==> src/logic/status_pkg.sv <==
// status reporting package: command codes, bit positions, reset values, text constants.
// assumes one clock domain and a command front end that delivers decoded commands.
package status_pkg;

	// ****************************************
	// command codes from the front end
	// ****************************************
	localparam logic [3:0] CMD_OPER_EVENT_Q = 4'h0;  // operation event query, clears
	localparam logic [3:0] CMD_OPER_COND_Q  = 4'h1;  // operation condition query
	localparam logic [3:0] CMD_OPER_ENAB    = 4'h2;  // operation enable write
	localparam logic [3:0] CMD_OPER_ENAB_Q  = 4'h3;  // operation enable query
	localparam logic [3:0] CMD_CLEAR_STATUS = 4'h4;  // clear status
	localparam logic [3:0] CMD_STD_ENAB     = 4'h5;  // standard event enable write
	localparam logic [3:0] CMD_STD_ENAB_Q   = 4'h6;  // standard event enable query
	localparam logic [3:0] CMD_STD_EVENT_Q  = 4'h7;  // standard event status query, clears
	localparam logic [3:0] CMD_SRQ_ENAB     = 4'h8;  // service request enable write
	localparam logic [3:0] CMD_SRQ_ENAB_Q   = 4'h9;  // service request enable query
	localparam logic [3:0] CMD_STATUS_Q     = 4'hA;  // status byte query
	localparam logic [3:0] CMD_IDENT_Q      = 4'hB;  // identification query
	localparam logic [3:0] CMD_OP_COMPLETE  = 4'hC;  // arm operation complete
	localparam logic [3:0] CMD_ERROR_Q      = 4'hD;  // error queue query, pops

	// ****************************************
	// operation register bits
	// ****************************************
	localparam int            OPER_MEAS_BIT  = 4;         // measurement
	localparam int            OPER_SWEEP_BIT = 3;         // list sweep
	localparam int            OPER_CORR_BIT  = 0;         // correction data
	localparam logic [15:0]   OPER_USED_MASK = 16'h0019;  // bits that can ever be set

	// ****************************************
	// standard event and status byte bits
	// ****************************************
	localparam int          STD_OPC_BIT   = 0;      // operation complete
	localparam logic [7:0]  STD_RESET_VAL = 8'h80;  // power-on bit set after reset
	localparam int          STB_OPER_BIT  = 7;      // operation summary
	localparam int          STB_RQS_BIT   = 6;      // request service
	localparam int          STB_STD_BIT   = 5;      // standard event summary
	localparam int          STB_MAV_BIT   = 4;      // message available
	localparam logic [7:0]  SRE_USED_MASK = 8'hB0;  // enable bits that take part in service request

	// ****************************************
	// error queue
	// ****************************************
	localparam int           ERRQ_DEPTH    = 5;         // entries
	localparam logic [15:0]  ERRQ_OVERFLOW = 16'hFEA2;  // -350 in two's complement

	// ****************************************
	// response text
	// ****************************************
	localparam logic [7:0]   CHAR_TERM  = 8'h0A;  // message terminator
	localparam logic [7:0]   CHAR_MINUS = 8'h2D;  // minus sign
	localparam logic [7:0]   CHAR_ZERO  = 8'h30;  // ascii zero
	localparam int           IDENT_LEN  = 20;     // identity string length
	// identity string is arbitrary: maker, model, serial 0, firmware revision
	localparam logic [8*IDENT_LEN-1:0] IDENT_TEXT = "MAKER,MODEL,0,REV1.0";

endpackage

==> src/logic/status_reporting_registers.sv <==
// status reporting registers: operation, standard event and status byte structure with error queue.
// assumes a front end that delivers decoded commands and takes response characters.
module status_reporting_registers (
	input  wire logic        clock,        // 200 MHz system clock
	input  wire logic        rstn,         // asynchronous reset, active low
	input  wire logic        cmd_valid,    // decoded command present
	output logic             cmd_ready,    // command taken this cycle
	input  wire logic [3:0]  cmd_code,     // command code
	input  wire logic [15:0] cmd_value,    // parameter of a write
	output logic             resp_valid,   // response character present
	output logic      [7:0]  resp_char,    // response character
	input  wire logic        resp_ready,   // response character taken
	input  wire logic        meas_done,    // measurement finished pulse
	input  wire logic        sweep_done,   // list sweep finished pulse
	input  wire logic        corr_done,    // correction data finished pulse
	input  wire logic        meas_busy,    // measurement in progress
	input  wire logic        sweep_busy,   // sweep in progress
	input  wire logic        corr_busy,    // correction data in progress
	input  wire logic        ops_pending,  // operations still pending
	input  wire logic [7:0]  std_events,   // standard event pulses, bit per event
	input  wire logic        err_push,     // error detected pulse
	input  wire logic [15:0] err_code,     // code of that error
	output logic             service_req,  // service request toward controller
	output logic      [7:0]  status_byte   // live status byte
);

	// ****************************************
	// registers
	// ****************************************
	logic [15:0] oper_event_q, oper_event_d;  // operation event, sticky
	logic [15:0] oper_enab_q;                 // operation enable mask
	logic [7:0]  std_event_q, std_event_d;    // standard event status, sticky
	logic [7:0]  std_enab_q;                  // standard event enable mask
	logic [7:0]  srq_enab_q;                  // service request enable mask
	logic        opc_armed_q;                 // waiting for pending operations
	logic        err_wait_q;                  // error query waiting for queue data
	logic [15:0] query_value;                 // value selected for a query
	wire  [15:0] err_rd_code;                 // oldest error code
	wire  [2:0]  err_count;                   // error entries held
	wire         fmt_busy;                    // formatter sending

	// ****************************************
	// command decode
	// ****************************************
	assign cmd_ready = !fmt_busy && !err_wait_q;
	wire accept       = cmd_valid && cmd_ready;
	wire is_oper_ev_q = accept && (cmd_code == status_pkg::CMD_OPER_EVENT_Q);
	wire is_std_ev_q  = accept && (cmd_code == status_pkg::CMD_STD_EVENT_Q);
	wire is_clear     = accept && (cmd_code == status_pkg::CMD_CLEAR_STATUS);
	wire is_oper_enab = accept && (cmd_code == status_pkg::CMD_OPER_ENAB);
	wire is_std_enab  = accept && (cmd_code == status_pkg::CMD_STD_ENAB);
	wire is_srq_enab  = accept && (cmd_code == status_pkg::CMD_SRQ_ENAB);
	wire is_arm_opc   = accept && (cmd_code == status_pkg::CMD_OP_COMPLETE);
	wire is_err_q     = accept && (cmd_code == status_pkg::CMD_ERROR_Q);
	wire is_ident_q   = accept && (cmd_code == status_pkg::CMD_IDENT_Q);
	wire is_value_q   = accept && ((cmd_code == status_pkg::CMD_OPER_EVENT_Q) ||
	                    (cmd_code == status_pkg::CMD_OPER_COND_Q) || (cmd_code == status_pkg::CMD_OPER_ENAB_Q) ||
	                    (cmd_code == status_pkg::CMD_STD_ENAB_Q) || (cmd_code == status_pkg::CMD_STD_EVENT_Q) ||
	                    (cmd_code == status_pkg::CMD_SRQ_ENAB_Q) || (cmd_code == status_pkg::CMD_STATUS_Q));

	// ****************************************
	// operation status structure
	// ****************************************
	// condition mirrors activity
	wire [15:0] oper_cond = {11'h000, meas_busy, sweep_busy, 2'b00, corr_busy};
	wire [15:0] oper_set  = {11'h000, meas_done, sweep_done, 2'b00, corr_done};
	// read or clear status empties events; a new event in the same cycle survives
	assign oper_event_d = (oper_event_q & ~{16{is_oper_ev_q || is_clear}}) | oper_set;
	wire oper_summary = |(oper_event_q & oper_enab_q);

	// ****************************************
	// standard event structure
	// ****************************************
	// armed operation complete fires once nothing is pending
	wire opc_fire = opc_armed_q && !ops_pending;
	wire [7:0] std_set = std_events | (8'(opc_fire) << status_pkg::STD_OPC_BIT);
	// read clears, with set winning over clear
	assign std_event_d = (std_event_q & ~{8{is_std_ev_q || is_clear}}) | std_set;
	// standard event summary from enabled events
	wire std_summary = |(std_event_q & std_enab_q);

	// ****************************************
	// status byte and service request
	// ****************************************
	// message available while a response is being sent
	wire mav = fmt_busy;
	// request service from enabled summaries, bit 6 itself excluded
	wire rqs = |({oper_summary, std_summary, mav} &
	             {srq_enab_q[status_pkg::STB_OPER_BIT], srq_enab_q[status_pkg::STB_STD_BIT],
	              srq_enab_q[status_pkg::STB_MAV_BIT]});
	assign status_byte = {oper_summary, rqs, std_summary, mav, 4'h0};
	// request toward controller follows request service
	assign service_req = rqs;

	// ****************************************
	// query value selection
	// ****************************************
	// condition, enable and status byte queries are plain reads
	// status byte query reads, never clears
	always_comb begin
		case (cmd_code)
			status_pkg::CMD_OPER_EVENT_Q: query_value = oper_event_q;
			status_pkg::CMD_OPER_COND_Q:  query_value = oper_cond;
			status_pkg::CMD_OPER_ENAB_Q:  query_value = oper_enab_q;
			status_pkg::CMD_STD_ENAB_Q:   query_value = {8'h00, std_enab_q};
			status_pkg::CMD_STD_EVENT_Q:  query_value = {8'h00, std_event_q};
			status_pkg::CMD_SRQ_ENAB_Q:   query_value = {8'h00, srq_enab_q};
			status_pkg::CMD_STATUS_Q:     query_value = {8'h00, status_byte};
			default:                      query_value = 16'h0000;
		endcase
	end

	// error answer arrives a cycle after the pop; negative codes print with a sign
	wire        err_neg = err_rd_code[15];
	wire [15:0] err_mag = err_neg ? (~err_rd_code + 16'h0001) : err_rd_code;
	wire        fmt_start = is_value_q || is_ident_q || err_wait_q;
	wire [15:0] fmt_mag   = err_wait_q ? err_mag : query_value;

	// ****************************************
	// event registers
	// ****************************************
	// sticky event flags, power-on bit set from reset
	always_ff @(posedge clock or negedge rstn) begin
		if (!rstn) begin
			oper_event_q <= 16'h0000;
			std_event_q  <= status_pkg::STD_RESET_VAL;
		end else begin
			oper_event_q <= oper_event_d;
			std_event_q  <= std_event_d;
		end
	end

	// ****************************************
	// enable masks
	// ****************************************
	// operation and service request masks keep only bits that exist, unused positions read zero; standard event mask keeps all eight
	always_ff @(posedge clock or negedge rstn) begin
		if (!rstn) begin
			oper_enab_q <= 16'h0000;
			std_enab_q  <= 8'h00;
			srq_enab_q  <= 8'h00;
		end else begin
			if (is_oper_enab) oper_enab_q <= cmd_value & status_pkg::OPER_USED_MASK;
			if (is_std_enab) std_enab_q <= cmd_value[7:0];
			// service request enable write, request bit cannot enable itself
			if (is_srq_enab) srq_enab_q <= cmd_value[7:0] & status_pkg::SRE_USED_MASK;
		end
	end

	// ****************************************
	// sequencing flags
	// ****************************************
	// operation complete arming and error query wait
	always_ff @(posedge clock or negedge rstn) begin
		if (!rstn) begin
			opc_armed_q <= 1'b0;
			err_wait_q  <= 1'b0;
		end else begin
			// clear status drops a pending arm as well
			if (is_arm_opc) opc_armed_q <= 1'b1;
			else if (opc_fire || is_clear) opc_armed_q <= 1'b0;
			err_wait_q <= is_err_q;
		end
	end

	// ****************************************
	// sub-blocks
	// ****************************************
	// five-entry error queue, flushed by clear status
	error_queue u_errq (
		.clock     (clock),
		.rstn      (rstn),
		.push      (err_push),
		.push_code (err_code),
		.pop       (is_err_q),
		.flush     (is_clear),
		.rd_code_q (err_rd_code),
		.count_q   (err_count)
	);

	// decimal answers with terminator, identity text
	response_formatter u_fmt (
		.clock      (clock),
		.rstn       (rstn),
		.start      (fmt_start),
		.text       (is_ident_q),
		.magnitude  (fmt_mag),
		.negative   (err_wait_q && err_neg),
		.busy       (fmt_busy),
		.out_valid  (resp_valid),
		.out_char_q (resp_char),
		.out_ready  (resp_ready)
	);

	// ****************************************
	// checks
	// ****************************************
	oper_reserved_a: assert property (@(posedge clock) disable iff (!rstn)
		(oper_event_q & ~status_pkg::OPER_USED_MASK) == 16'h0000)
		else $error("operation event reserved bit set");

	oper_clear_a: assert property (@(posedge clock) disable iff (!rstn)
		is_oper_ev_q && !meas_done && !sweep_done && !corr_done |=> oper_event_q == 16'h0000)
		else $error("operation event not cleared by read");

	oper_cond_a: assert property (@(posedge clock) disable iff (!rstn)
		$rose(meas_busy) |-> oper_cond[status_pkg::OPER_MEAS_BIT] && !oper_cond[1])
		else $error("condition does not follow measuring");

	cond_keep_a: assert property (@(posedge clock) disable iff (!rstn)
		accept && cmd_code == status_pkg::CMD_OPER_COND_Q
		|=> oper_event_q == ($past(oper_event_q) | $past(oper_set)))
		else $error("condition read disturbed events");

	clear_all_a: assert property (@(posedge clock) disable iff (!rstn)
		is_clear && !err_push |=> err_count == 3'h0 && std_event_q == $past(std_set)
		&& oper_event_q == $past(oper_set))
		else $error("clear status left state behind");

	std_clear_a: assert property (@(posedge clock) disable iff (!rstn)
		is_std_ev_q ##1 (std_events == 8'h00 && !opc_fire) |-> std_event_q == $past(std_set))
		else $error("standard event not cleared by read");

	stb_nibble_a: assert property (@(posedge clock) disable iff (!rstn)
		status_byte[3:0] == 4'h0 && status_byte[status_pkg::STB_MAV_BIT] == resp_valid)
		else $error("status byte layout wrong");

	stb_keep_a: assert property (@(posedge clock) disable iff (!rstn)
		accept && cmd_code == status_pkg::CMD_STATUS_Q && std_events == 8'h00 && !opc_fire && !err_push
		|=> std_event_q == $past(std_event_q))
		else $error("status byte read changed state");

	opc_set_a: assert property (@(posedge clock) disable iff (!rstn)
		opc_armed_q && !ops_pending && !is_clear && !is_arm_opc
		|=> std_event_q[status_pkg::STD_OPC_BIT] && !opc_armed_q)
		else $error("operation complete bit not set");

	errq_bound_a: assert property (@(posedge clock) disable iff (!rstn)
		err_count <= 3'(status_pkg::ERRQ_DEPTH))
		else $error("error queue count beyond depth");

	srq_rel_a: assert property (@(posedge clock) disable iff (!rstn)
		service_req == (|({status_byte[7], status_byte[5:4]} & {srq_enab_q[7], srq_enab_q[5:4]})))
		else $error("service request mismatch");

	oper_mask_a: assert property (@(posedge clock) disable iff (!rstn)
		is_oper_enab |=> oper_enab_q == ($past(cmd_value) & status_pkg::OPER_USED_MASK))
		else $error("operation enable mask not stored");

	std_mask_a: assert property (@(posedge clock) disable iff (!rstn)
		is_std_enab |=> {8'h00, std_enab_q} == ($past(cmd_value) & 16'h00FF))
		else $error("standard event enable mask not stored");

	srq_mask_a: assert property (@(posedge clock) disable iff (!rstn)
		is_srq_enab |=> {8'h00, srq_enab_q} == ($past(cmd_value) & {8'h00, status_pkg::SRE_USED_MASK}))
		else $error("service request enable mask not stored");

endmodule // status_reporting_registers

==> src/logic/error_queue.sv <==
// error queue: five-entry first-in first-out store with overflow marker.
// assumes pushes and pops arrive as single-cycle pulses on the common clock.
module error_queue (
	input  wire logic        clock,     // system clock
	input  wire logic        rstn,      // asynchronous reset, active low
	input  wire logic        push,      // new error pulse
	input  wire logic [15:0] push_code, // error code
	input  wire logic        pop,       // read and remove oldest
	input  wire logic        flush,     // empty the queue
	output logic      [15:0] rd_code_q, // oldest code at the last pop, zero if that pop found the queue empty
	output logic      [2:0]  count_q    // entries held
);

	// ****************************************
	// storage and pointers
	// ****************************************
	logic [15:0] mem_q [status_pkg::ERRQ_DEPTH];  // entries
	logic [2:0]  rd_ptr_q;                        // oldest entry
	logic [2:0]  wr_ptr_q;                        // next free slot
	wire         empty   = (count_q == 3'h0);
	wire         full    = (count_q == 3'(status_pkg::ERRQ_DEPTH));
	wire         do_pop  = pop && !empty;
	// a full queue keeps its oldest entries; the newest slot becomes the overflow marker
	wire         do_wr   = push && (!full || do_pop);
	wire         do_ovf  = push && full && !do_pop;
	wire [2:0]   last_ptr = (wr_ptr_q == 3'h0) ? 3'(status_pkg::ERRQ_DEPTH - 1) : wr_ptr_q - 3'h1;

	function automatic logic [2:0] wrap_inc(input logic [2:0] p);
		wrap_inc = (p == 3'(status_pkg::ERRQ_DEPTH - 1)) ? 3'h0 : p + 3'h1;
	endfunction

	// write port, no reset needed on the data array
	always_ff @(posedge clock) begin
		if (do_wr) begin
			mem_q[wr_ptr_q] <= push_code;
		end else if (do_ovf) begin
			mem_q[last_ptr] <= status_pkg::ERRQ_OVERFLOW;
		end
	end

	ovf_mark_a: assert property (@(posedge clock) disable iff (!rstn)
		do_ovf |=> mem_q[$past(last_ptr)] == status_pkg::ERRQ_OVERFLOW)
		else $error("overflow marker missing");

	// pointers, count and registered read data
	always_ff @(posedge clock or negedge rstn) begin
		if (!rstn) begin
			rd_ptr_q  <= 3'h0;
			wr_ptr_q  <= 3'h0;
			count_q   <= 3'h0;
			rd_code_q <= 16'h0000;
		end else if (flush) begin
			rd_ptr_q  <= 3'h0;
			wr_ptr_q  <= 3'h0;
			count_q   <= 3'h0;
			rd_code_q <= 16'h0000;
		end else begin
			if (pop) begin
				rd_code_q <= empty ? 16'h0000 : mem_q[rd_ptr_q];
			end
			if (do_pop) begin
				rd_ptr_q <= wrap_inc(rd_ptr_q);
			end
			if (do_wr) begin
				wr_ptr_q <= wrap_inc(wr_ptr_q);
			end
			count_q <= count_q + {2'b00, do_wr} - {2'b00, do_pop};
		end
	end

endmodule // error_queue

==> src/logic/response_formatter.sv <==
// response formatter: turns a value into decimal ascii plus terminator, or sends the identity text.
// assumes the receiver takes a character whenever out_valid and out_ready are both high.
module response_formatter (
	input  wire logic        clock,      // system clock
	input  wire logic        rstn,       // asynchronous reset, active low
	input  wire logic        start,      // begin a response, only while idle
	input  wire logic        text,       // send identity text instead of a number
	input  wire logic [15:0] magnitude,  // number magnitude
	input  wire logic        negative,   // prefix a minus sign
	output logic             busy,       // response in progress
	output logic             out_valid,  // character available
	output logic      [7:0]  out_char_q, // character
	input  wire logic        out_ready   // character taken
);

	typedef enum logic [4:0] {
		F_IDLE  = 5'b00001,
		F_SIGN  = 5'b00010,
		F_DIGIT = 5'b00100,
		F_TERM  = 5'b01000,
		F_TEXT  = 5'b10000
	} fmt_state_e;

	fmt_state_e  state_q, state_d;  // kind of the character on show
	logic [15:0] value_q;           // number being sent
	logic [4:0]  idx_q, idx_d;      // digit position or text index

	// one decimal digit of a value
	function automatic logic [3:0] dec_digit(input logic [15:0] v, input logic [4:0] i);
		logic [15:0] q;
		q = v;
		case (i)
			5'h4:    q = v / 16'd10000;
			5'h3:    q = v / 16'd1000;
			5'h2:    q = v / 16'd100;
			5'h1:    q = v / 16'd10;
			default: q = v;
		endcase
		dec_digit = 4'(q % 16'd10);
	endfunction

	// highest nonzero digit position, zero prints as one digit
	function automatic logic [4:0] top_digit(input logic [15:0] v);
		top_digit = (v >= 16'd10000) ? 5'h4 : (v >= 16'd1000) ? 5'h3 :
		            (v >= 16'd100) ? 5'h2 : (v >= 16'd10) ? 5'h1 : 5'h0;
	endfunction

	function automatic logic [7:0] char_of(input fmt_state_e s, input logic [15:0] v, input logic [4:0] i);
		case (s)
			F_SIGN:  char_of = status_pkg::CHAR_MINUS;
			F_DIGIT: char_of = status_pkg::CHAR_ZERO + {4'h0, dec_digit(v, i)};
			F_TEXT:  char_of = status_pkg::IDENT_TEXT[8*(status_pkg::IDENT_LEN - 1 - int'(i)) +: 8];
			default: char_of = status_pkg::CHAR_TERM;
		endcase
	endfunction

	assign busy      = (state_q != F_IDLE);
	assign out_valid = busy;
	wire   take      = out_valid && out_ready;
	wire [15:0] value_use = start ? magnitude : value_q;

	// next character selection
	always_comb begin
		state_d = state_q;
		idx_d   = idx_q;
		if (start && !busy) begin
			state_d = text ? F_TEXT : (negative ? F_SIGN : F_DIGIT);
			idx_d   = text ? 5'h0 : top_digit(magnitude);
		end else if (take) begin
			case (state_q)
				F_SIGN:  state_d = F_DIGIT;
				F_DIGIT: begin
					state_d = (idx_q == 5'h0) ? F_TERM : F_DIGIT;
					idx_d   = idx_q - 5'h1;
				end
				F_TEXT:  begin
					state_d = (idx_q == 5'(status_pkg::IDENT_LEN - 1)) ? F_TERM : F_TEXT;
					idx_d   = idx_q + 5'h1;
				end
				default: state_d = F_IDLE;
			endcase
		end
	end

	// state and character registers
	always_ff @(posedge clock or negedge rstn) begin
		if (!rstn) begin
			state_q    <= F_IDLE;
			idx_q      <= 5'h0;
			value_q    <= 16'h0000;
			out_char_q <= 8'h00;
		end else begin
			state_q    <= state_d;
			idx_q      <= idx_d;
			value_q    <= value_use;
			out_char_q <= char_of(state_d, value_use, idx_d);
		end
	end

endmodule // response_formatter

==> config.mk <==
export PLATFORM = sky130hd
export DESIGN_NAME = status_reporting_registers
export DESIGN_NICKNAME = d
export VERILOG_FILES = /design/src/logic/status_pkg.sv /design/src/logic/status_reporting_registers.sv /design/src/logic/error_queue.sv /design/src/logic/response_formatter.sv
export SDC_FILE = /design/constraint.sdc
export NUM_CORES = 1
export LEC_CHECK = 0
export CELL_PAD_IN_SITES_DETAIL_PLACEMENT = 2
export CELL_PAD_IN_SITES_GLOBAL_PLACEMENT = 2
export CORE_ASPECT_RATIO = 1.4
export CORE_MARGIN = 2
export CORE_UTILIZATION = 42
export DETAILED_ROUTE_END_ITERATION = 8
export DONT_BUFFER_PORTS = 1
export PLACE_DENSITY = 0.9
export RECOVER_POWER = 25
export SLEW_MARGIN = 0
export SYNTH_ARGS = -nofsm -noshare
export SYNTH_HDL_FRONTEND = slang
export SYNTH_SLANG_ARGS = --single-unit
export TNS_END_PERCENT = 5
==> constraint.sdc <==
create_clock -name clock -period 40.8 [get_ports clock]
set_clock_uncertainty 0.05 [all_clocks]
set_input_delay 6.12 -clock clock [delete_from_list [all_inputs] [get_ports clock]]
set_output_delay 6.12 -clock clock [all_outputs]
set_load 0.02 [all_outputs]
Word level (Yosys, flattened, before mapping):

Memory sizes are Yosys's and may differ from the RTL's.
Cells that the tools add are included.

* add/sub/neg operators: 10
* div/mod/pow operators: 5
* $lt $le $gt $ge: 4
* equality and inequality tests: 28
* shift-type cells: 1
* muxes and demuxes: 43
* bitwise logic cells: 11
* reductions and logical operators: 50

Operators by type and width (count)
* indexed part select 160 x 32 -> 8 bit, first input constant: 1
* two-way mux 16 bit: 8
* one-hot mux 16 bit (7 select lines): 1
* one-hot mux 16 bit (4 select lines): 1
* two-way mux 5 bit: 10
* inverter 16 bit: 2
* OR reduction 16 bit: 2
* two-way mux 3 bit: 10
* == test 4 bit, second input constant: 6
* one-hot mux 8 bit (3 select lines): 1
* == test 5 x 2 -> 1 bit, second input constant: 4
* logical AND 1 bit: 20
* adder 16 x 1 -> 16 bit, second input constant: 1
* bitwise AND 16 bit: 1
* bitwise AND 16 x 5 -> 16 bit: 1
* bitwise AND 8 bit: 2
* divider 16 x 10 -> 16 bit, second input constant: 1
* divider 16 x 14 -> 16 bit, second input constant: 1
* divider 16 x 4 -> 16 bit, second input constant: 1
* divider 16 x 7 -> 16 bit, second input constant: 1
* == test 4 x 3 -> 1 bit, second input constant: 4
* greater-or-equal comparator 16 x 10 -> 1 bit, second input constant: 1
* greater-or-equal comparator 16 x 14 -> 1 bit, second input constant: 1
* greater-or-equal comparator 16 x 4 -> 1 bit, second input constant: 1
* 34 further kinds: 70

* bits in registers: 99
* bits in writable memories: 80
* bits of input ports: 56
* word-level logic and storage cells: 168
* memories kept: 1

Memory list
* u_errq.mem_q: words 5, bits a word 16, rd ports 1, clocked after Yosys merged registers in 0, wr ports 1, RTL line error_queue.sv:17 `logic [15:0] mem_q [status_pkg::ERRQ_DEPTH];`

Depth between registers and ports, before layout:

Gate-level depths: netlist (run 1).

* depth in word-level cells: 19
* gate-level depth with buffers: 184

Cells and area by module:

From an unflattened synthesis (run 1), not the netlist that was laid out.

* cells, all modules: 1824
* area total of the unflattened synthesis: 16430.8 sq um

Modules (own cells, without submodules)
* response_formatter: instances 1, cells an instance 1297, area each 9531.6 sq um
* error_queue: instances 1, cells an instance 254, area each 4281.6 sq um
* status_reporting_registers: instances 1, cells an instance 273, area each 2617.5 sq um

Worst setup path after synthesis (run 1):

No wires, ideal clock.

* path type: in2reg
* from: input port cmd_code[2]
* to: register u_fmt.out_char_q[2]
* arrival time: 39861 ps
* required time: 40624 ps
* slack: 763 ps
* cell stages on the path: 176
* cell sequence: or3b_1 > a21oi_1 > nor2_1 > a311o_1 > nor4_4 > o21bai_1 > a21oi_1 > o32a_1 > clkbuf_1 > ha_1 > inv_1 > nor2_1 > clkbuf_1 > nand3_1 > ha_1 > o21a_1 > o21a_1 > nor2_1 > [140 not listed] > a21boi_0 > o21a_1 > o21a_1 > o21a_1 > o21a_1 > o21a_1 > o21a_1 > o21ai_0 > nand2b_1 > a21oi_1 > o21ai_0 > o21ai_0 > a22oi_1 > o32ai_2 > nand2_1 > a22oi_2 > mux2i_1 > a221o_1

* word-level cells in the longest chain between the ends: 18

RTL lines
* start: declaration: RTL line status_reporting_registers.sv:8 `input wire logic [3:0] cmd_code,`
* parallel branches: the longest is 17 deep, another holds divider 16 x 4 -> 16 bit
* one-hot mux 8 bit (3 select lines) (*): RTL line response_formatter.sv:49 `case (s)`
* end signal: assignment: RTL line response_formatter.sv:96 `out_char_q <= char_of(state_d, value_use, idx_d);`
* end: declaration: RTL line response_formatter.sv:12 `output logic [7:0] out_char_q,`

Every way passes the cells marked *. The select of a mux whose other input is x is not followed.
A chain may end at the register's enable or synchronous reset.

Final worst setup path (run 1):

* from: input port cmd_code[0]
* to: register u_fmt.out_char_q[2]

The elaborated chain is that of the path after synthesis.

==> results of run 1 <==
flip-flops by register name (all words and copies together) (netlist names):
name              count
err_wait_q            1
opc_armed_q           1
oper_enab_q           3
oper_event_q         16
srq_enab_q            3
std_enab_q            8
std_event_q           8
u_errq.count_q        3
u_errq.mem_q         80
u_errq.rd_code_q     16
u_errq.rd_ptr_q       3
u_errq.wr_ptr_q       3
u_fmt.idx_q           5
u_fmt.out_char_q      7
u_fmt.state_q         5
u_fmt.value_q        16
cell families after synthesis:
logic type | after synthesis
AO/OA/AOI/OAI | 564
XOR/XNOR | 40
adder cells (fa/ha/maj) | 125
buffers and inverters | 142
flip-flops | 178
multiplexers | 101
other | 1
AND/OR/NAND/NOR | 618
worst reg2reg max path, delay by kind of cell (launching register included):
family                   cells  cell delay [ns]
adder cells (fa/ha/maj)     16             4.79
XOR/XNOR                     2             0.94
buffers and inverters       10             1.77
flip-flops                   1             0.55
AND/OR/NAND/NOR             34             6.68
AO/OA/AOI/OAI              102            20.49
multiplexers                 2             0.32
layout by cell type, fill, tap and decap left out, drive strengths merged, types with 46 or more instances in the layout:
master,netlist,final
mux2,46,46
o21a,69,69
nor2,139,139
edfxtp,80,80
nor3,86,86
buf,29,83
nand2,157,157
a21oi,80,80
inv,63,74
ha,123,123
dfrtp,96,96
o21ai,120,120
area by class of cell:
class / instances / area [sq um] / share of cell area [%]
Inverter: 66 / 248 / 1.40
Sequential cell: 178 / 4860 / 27.5
Tap cell: 473 / 592 / 3.35
Antenna cell: 2 / 5.00 / 0.0284
Multi-Input combinational cell: 1453 / 10700 / 60.8
Timing Repair Buffer: 83 / 623 / 3.53
Clock inverter: 15 / 169 / 0.957
Clock buffer: 17 / 425 / 2.41
timing repair:
action                                  in CTS  in global routing
endpoints found under the setup margin       4                  4
setup buffers                                2                 16
cloned                                       0                  0
gates resized for setup                     15                 54
pin swaps                                    2                 10
through the flow:
stage,instance area [sq um],TNS [ns],hold WS (ns),setup slack [ns],std cells
final,17600,0,0.500,0.661,2287
after global routing,17600,-2.64,0.520,-0.914,2285
after CTS,17300,0,0.467,0.0411,2269
after detailed placement,16700,-3.03,0.439,-0.998,2235
after global placement,16700,0,0.425,0.828,2235
after floorplan,15900,0,0.405,0.763,1773
worst paths after layout:
check,end,slack [ns]
max,u_fmt.out_char_q[2],0.66
min,oper_event_q[2],0.50
max reg2reg,u_fmt.out_char_q[2],5.08
min reg2reg,oper_event_q[2],0.50
max in group asynchronous,std_event_q[7],35.22
min in group asynchronous,std_event_q[0],5.27
per-layer routing:
layer	share of wire, %	wire length (um)	up-vias	track usage, %
met5	0.017	13	-	0
met4	10	7920	2	29.0
met3	7.3	5600	499	6.50
met2	50	38200	1007	64.1
met1	33	25300	8261	35.6
li1	-	-	6817	-
==> results.cfg, run 1 <==
[drt]
routed_wl_um = 77100
num_vias = 16586
drc_errors = 0
drt_pass1_iterations = 5
vias_per_cell = 7.25
ant_nets = 0
avgRoutedWirePerCell_um = 33.7
first_iter_violations = 1356

[worst_hold_path]
worstHoldStart = oper_event_q[2]
hold_depth = 1
hold_class = reg -> reg

[cts]
ctsHtreeMaxLevel = 4
cts_hold_buf = 0
cts.sinks = 178
cts_made_buffers = 17
clk_path_buf_depth = 2
clkLatencyLatePin_ns = 0.49
clkTransAtPathRegs_ns = 0.08
root_buffer = clkbuf_16
cts_tree = done

[worst_setup_path]
path_buf_inv = 10
path_common_cell = o21a_1
cp_slowest_cell = or4_4
crit_required_ns = 41.12
regToRegStartpoint = u_errq.rd_code_q[0]
worstSetupEndpointType = flip-flop
arrival_ns = 40.46
rr_worst_depth = 166
crit_type = in -> reg
critical_path.max_stage_delay_ns = 0.63
crit_fanout = 23
critPathTopFamily = compound AO/OA/AOI/OAI gates
cp.depth = 165
cp-startpoint = cmd_code[0]
start_kind = input pin

[yosys]
syn_inst = 1769
synth.ff_latch_count = 178
netlist_area_sq_um = 15900
yosys.area.top_type = dfrtp_1
syn_area_per_cell_sq_um = 8.99
synth_xor_xnor_area_share_pct = 2.20
yosys-top-cells-area = dfrtp_1 15%, edfxtp_1 15%, ha_1 9.7%
yosysMostFrequentCell = nand2_1
synthFlopType = dfrtp_1
ys_types = 112
synthTopCellsByCount = 157 x nand2_1, 136 x nor2_1, 123 x ha_1
seq_area_frac_synth_pct = 30.5
yosysTopAreaCellShare_pct = 15.1
synth-adder-area-share_pct = 9.93
synth_top_family_by_area = compound AO/OA/AOI/OAI gates
synth_mux_area_share_pct = 7.98
yosysWarnings = 0
synth-async-reset-ratio_pct = 55.1
synth_edf_count = 80
synth_compound_area_share_pct = 25.8
synthSimpleGateAreaFrac_pct = 19.7

[floorplanning]
initial_core_util_pct = 42.5
dieWidth_um = 168
fp.coreArea_sq_um = 37400
ios = 75
die_h_um = 234
fp-row-count = 84
dieArea_sq_um = 39500

[job]
cap_violations = 0

[global_routing]
grt_max_degree = 99
grt_pass1_vias = 17932
antenna_found_initial = 3
grt.total_usage_pct = 35.5
grt_overflow = 0
grt_pass1_wl_um = 107000

[timing]
fin_crit_ns = 40.14
drv_slew = 0
fmax_mhz = 24.9
worst_slew_pin_slew_ns = 1.26
timing.final.crit_share_pct = 98.4
relSlewSlack_pct = 13.8
setup_viol_count_final = 0
hold_viol_final = 0

[place]
hpwlAfterDp_um = 46300
gp_congestion = 0.905
io_buffers = 0

[final_layout]
fin_util_pct = 47.2
drive_gt1_share_pct = 16.2
nets = 1980
fillers = 3990
area_growth_pct = 10.9

[run_status]
status = complete, no violations
Power of run 1 is not shown: default switching activity piles up to over one toggle a cycle in this logic, so the estimate is an artifact.
==> run 2, diff against run 1 <==
--- a/config.mk
+++ b/config.mk
@@ -7,13 +7,14 @@
 export LEC_CHECK = 0
 export CELL_PAD_IN_SITES_DETAIL_PLACEMENT = 2
 export CELL_PAD_IN_SITES_GLOBAL_PLACEMENT = 2
-export CORE_ASPECT_RATIO = 1.4
+export CORE_ASPECT_RATIO = 1.1
 export CORE_MARGIN = 2
 export CORE_UTILIZATION = 42
 export DETAILED_ROUTE_END_ITERATION = 8
 export DONT_BUFFER_PORTS = 1
 export PLACE_DENSITY = 0.9
 export RECOVER_POWER = 25
+export SKIP_LAST_GASP = 1
 export SLEW_MARGIN = 0
 export SYNTH_ARGS = -nofsm -noshare
 export SYNTH_HDL_FRONTEND = slang
==> run 2 against run 1 <==
Net effect:
- clock-buffer cell count stayed put
- critical path depth down 5
- first-iteration DRC count shrank 1.0%
- the run now ends with setup timing left
==> results.cfg, run 2 (synthesis results as in run 1) <==
[run_status]
status = complete, but fails checks
violations = setup timing

[global_routing]
grt_pass1_wl_um = 103000
grt.total_usage_pct = 33.2
grt_pass1_vias = 17268
grt_overflow = 0
grt_max_degree = 99
antenna_found_initial = 1

[final_layout]
largest_reg_flops = 80
drive_gt1_share_pct = 16.0
layout_commonest_cell = nand2_1
area_growth_pct = 10.8
final_cell_mix = 156 x nand2_1, 133 x nor2_1, 121 x ha_1
stdcell_count = 2293
fillers = 3888
multi_input_comb_area_sq_um = 10800
nets = 1966
regMostFlops = u_errq.mem_q
final-seq-area_sq_um = 4860

[worst_setup_path]
start_kind = input pin
r2r_slack_ns = 3.67
r2r-end = u_fmt.out_char_q[2]
rr_worst_depth = 163
worstSetupEndpointType = flip-flop
path_common_cell = o21a_1
critical_path.max_stage_delay_ns = 0.50
regToRegStartpoint = u_fmt.state_q[1]
cp_slowest_cell = o22ai_2
cp-startpoint = cmd_code[0]
arrival_ns = 41.77
critPathCapture = u_fmt.out_char_q[2]
crit_type = in -> reg
crit_required_ns = 41.10
crit_fanout = 23

[timing]
drv_slew = 0
worst_slew_pin_slew_ns = 1.26
fin_crit_ns = 41.47
relSlewSlack_pct = 15.7
setup_ws_ns = -0.666
hold_viol_final = 0
fmax_mhz = 24.1
setup_viol_count_final = 3
timing.final.crit_share_pct = 102

[place]
place_inst = 2241
io_buffers = 0
hpwlAfterDp_um = 45700
gp_congestion = 0.839

[job]
cap_violations = 0

[drt]
first_iter_violations = 1342
num_vias = 16429
vias_per_cell = 7.16
drc_errors = 0
routed_wl_um = 74600
avgRoutedWirePerCell_um = 32.5
ant_nets = 0
drt_pass1_iterations = 5

[cts]
cts_made_buffers = 17
clkTransAtPathRegs_ns = 0.08
cts_tree = done
cts.sinks = 178
root_buffer = clkbuf_16
ctsHtreeMaxLevel = 4
clk_path_buf_depth = 2
clkLatencyLatePin_ns = 0.48

[floorplanning]
fp.coreArea_sq_um = 37200
ios = 75
dieArea_sq_um = 39500
initial_core_util_pct = 42.7
fp-row-count = 74
dieWidth_um = 190
die_h_um = 208

[worst_hold_path]
hold_depth = 1
hold_class = reg -> reg
run 2: cell count changes in the layout (fill, tap and decap cells not counted), sizes merged:
cell	change
diode	-1
clkinv	+1
clkinvlp	-1
buf	-14
run 2: area by class of cell:
cell class / instances / area share, %
Antenna cell: 1 / 0.0142
Multi-Input combinational cell: 1453 / 61.2
Tap cell: 494 / 3.51
Clock inverter: 15 / 0.979
Timing Repair Buffer: 69 / 2.96
Clock buffer: 17 / 2.41
Inverter: 66 / 1.41
Sequential cell: 178 / 27.6
run 2: how the worst min path moves through the flow:
stage / slack, ns / to / startpoint
2_1_floorplan: 0.41 / oper_event_q[11] / oper_event_q[11]
3_3_place_gp: 0.42 / oper_event_q[12] / oper_event_q[12]
3_5_place_dp: 0.44 / oper_event_q[2] / oper_event_q[2]
4_1_cts: 0.45 / oper_event_q[2] / oper_event_q[2]
5_1_grt: 0.50 / oper_event_q[2] / oper_event_q[2]
6_report: 0.46 / oper_event_q[2] / oper_event_q[2]
run 2: stage by stage:
stage | utilization, % | setup slack, ns | setup TNS [ns] | area [sq um] | hold WS, ns
2_1_floorplan | - | 0.763 | 0 | 15900 | 0.405
3_3_place_gp | 44.6 | 0.607 | 0 | 16600 | 0.424
3_5_place_dp | 44.6 | -2.12 | -7.14 | 16600 | 0.438
4_1_cts | 46.5 | 0.0114 | 0 | 17300 | 0.454
5_1_grt | 47.4 | -1.40 | -4.76 | 17600 | 0.497
6_report | 47.4 | -0.666 | -1.86 | 17600 | 0.458
run 2: worst max-delay path: cells and delay by family:
family | cells | cell delay [ns]
compound gates | 102 | 21.92
fa+ha+maj | 13 | 4.10
buf+inv | 8 | 1.45
mux | 3 | 0.68
simple gates | 34 | 7.36
run 2: metal layers:
layer | track usage (%) | share of wire [%] | up-vias
met2 | 58.9 | 49 | 930
li1 | - | - | 6778
met5 | 0 | 0 | -
met4 | 15.3 | 7.2 | 0
met1 | 39.4 | 38 | 8306
met3 | 5.01 | 6.7 | 415
run 2: timing repair:
item,CTS,global route
cloned,0,0
gates resized for setup,32,53
pin swaps,5,18
endpoints found under the setup margin,4,4
buffers inserted,4,14
hold buffers,0,0
Power of run 2 is left out for the same reason.
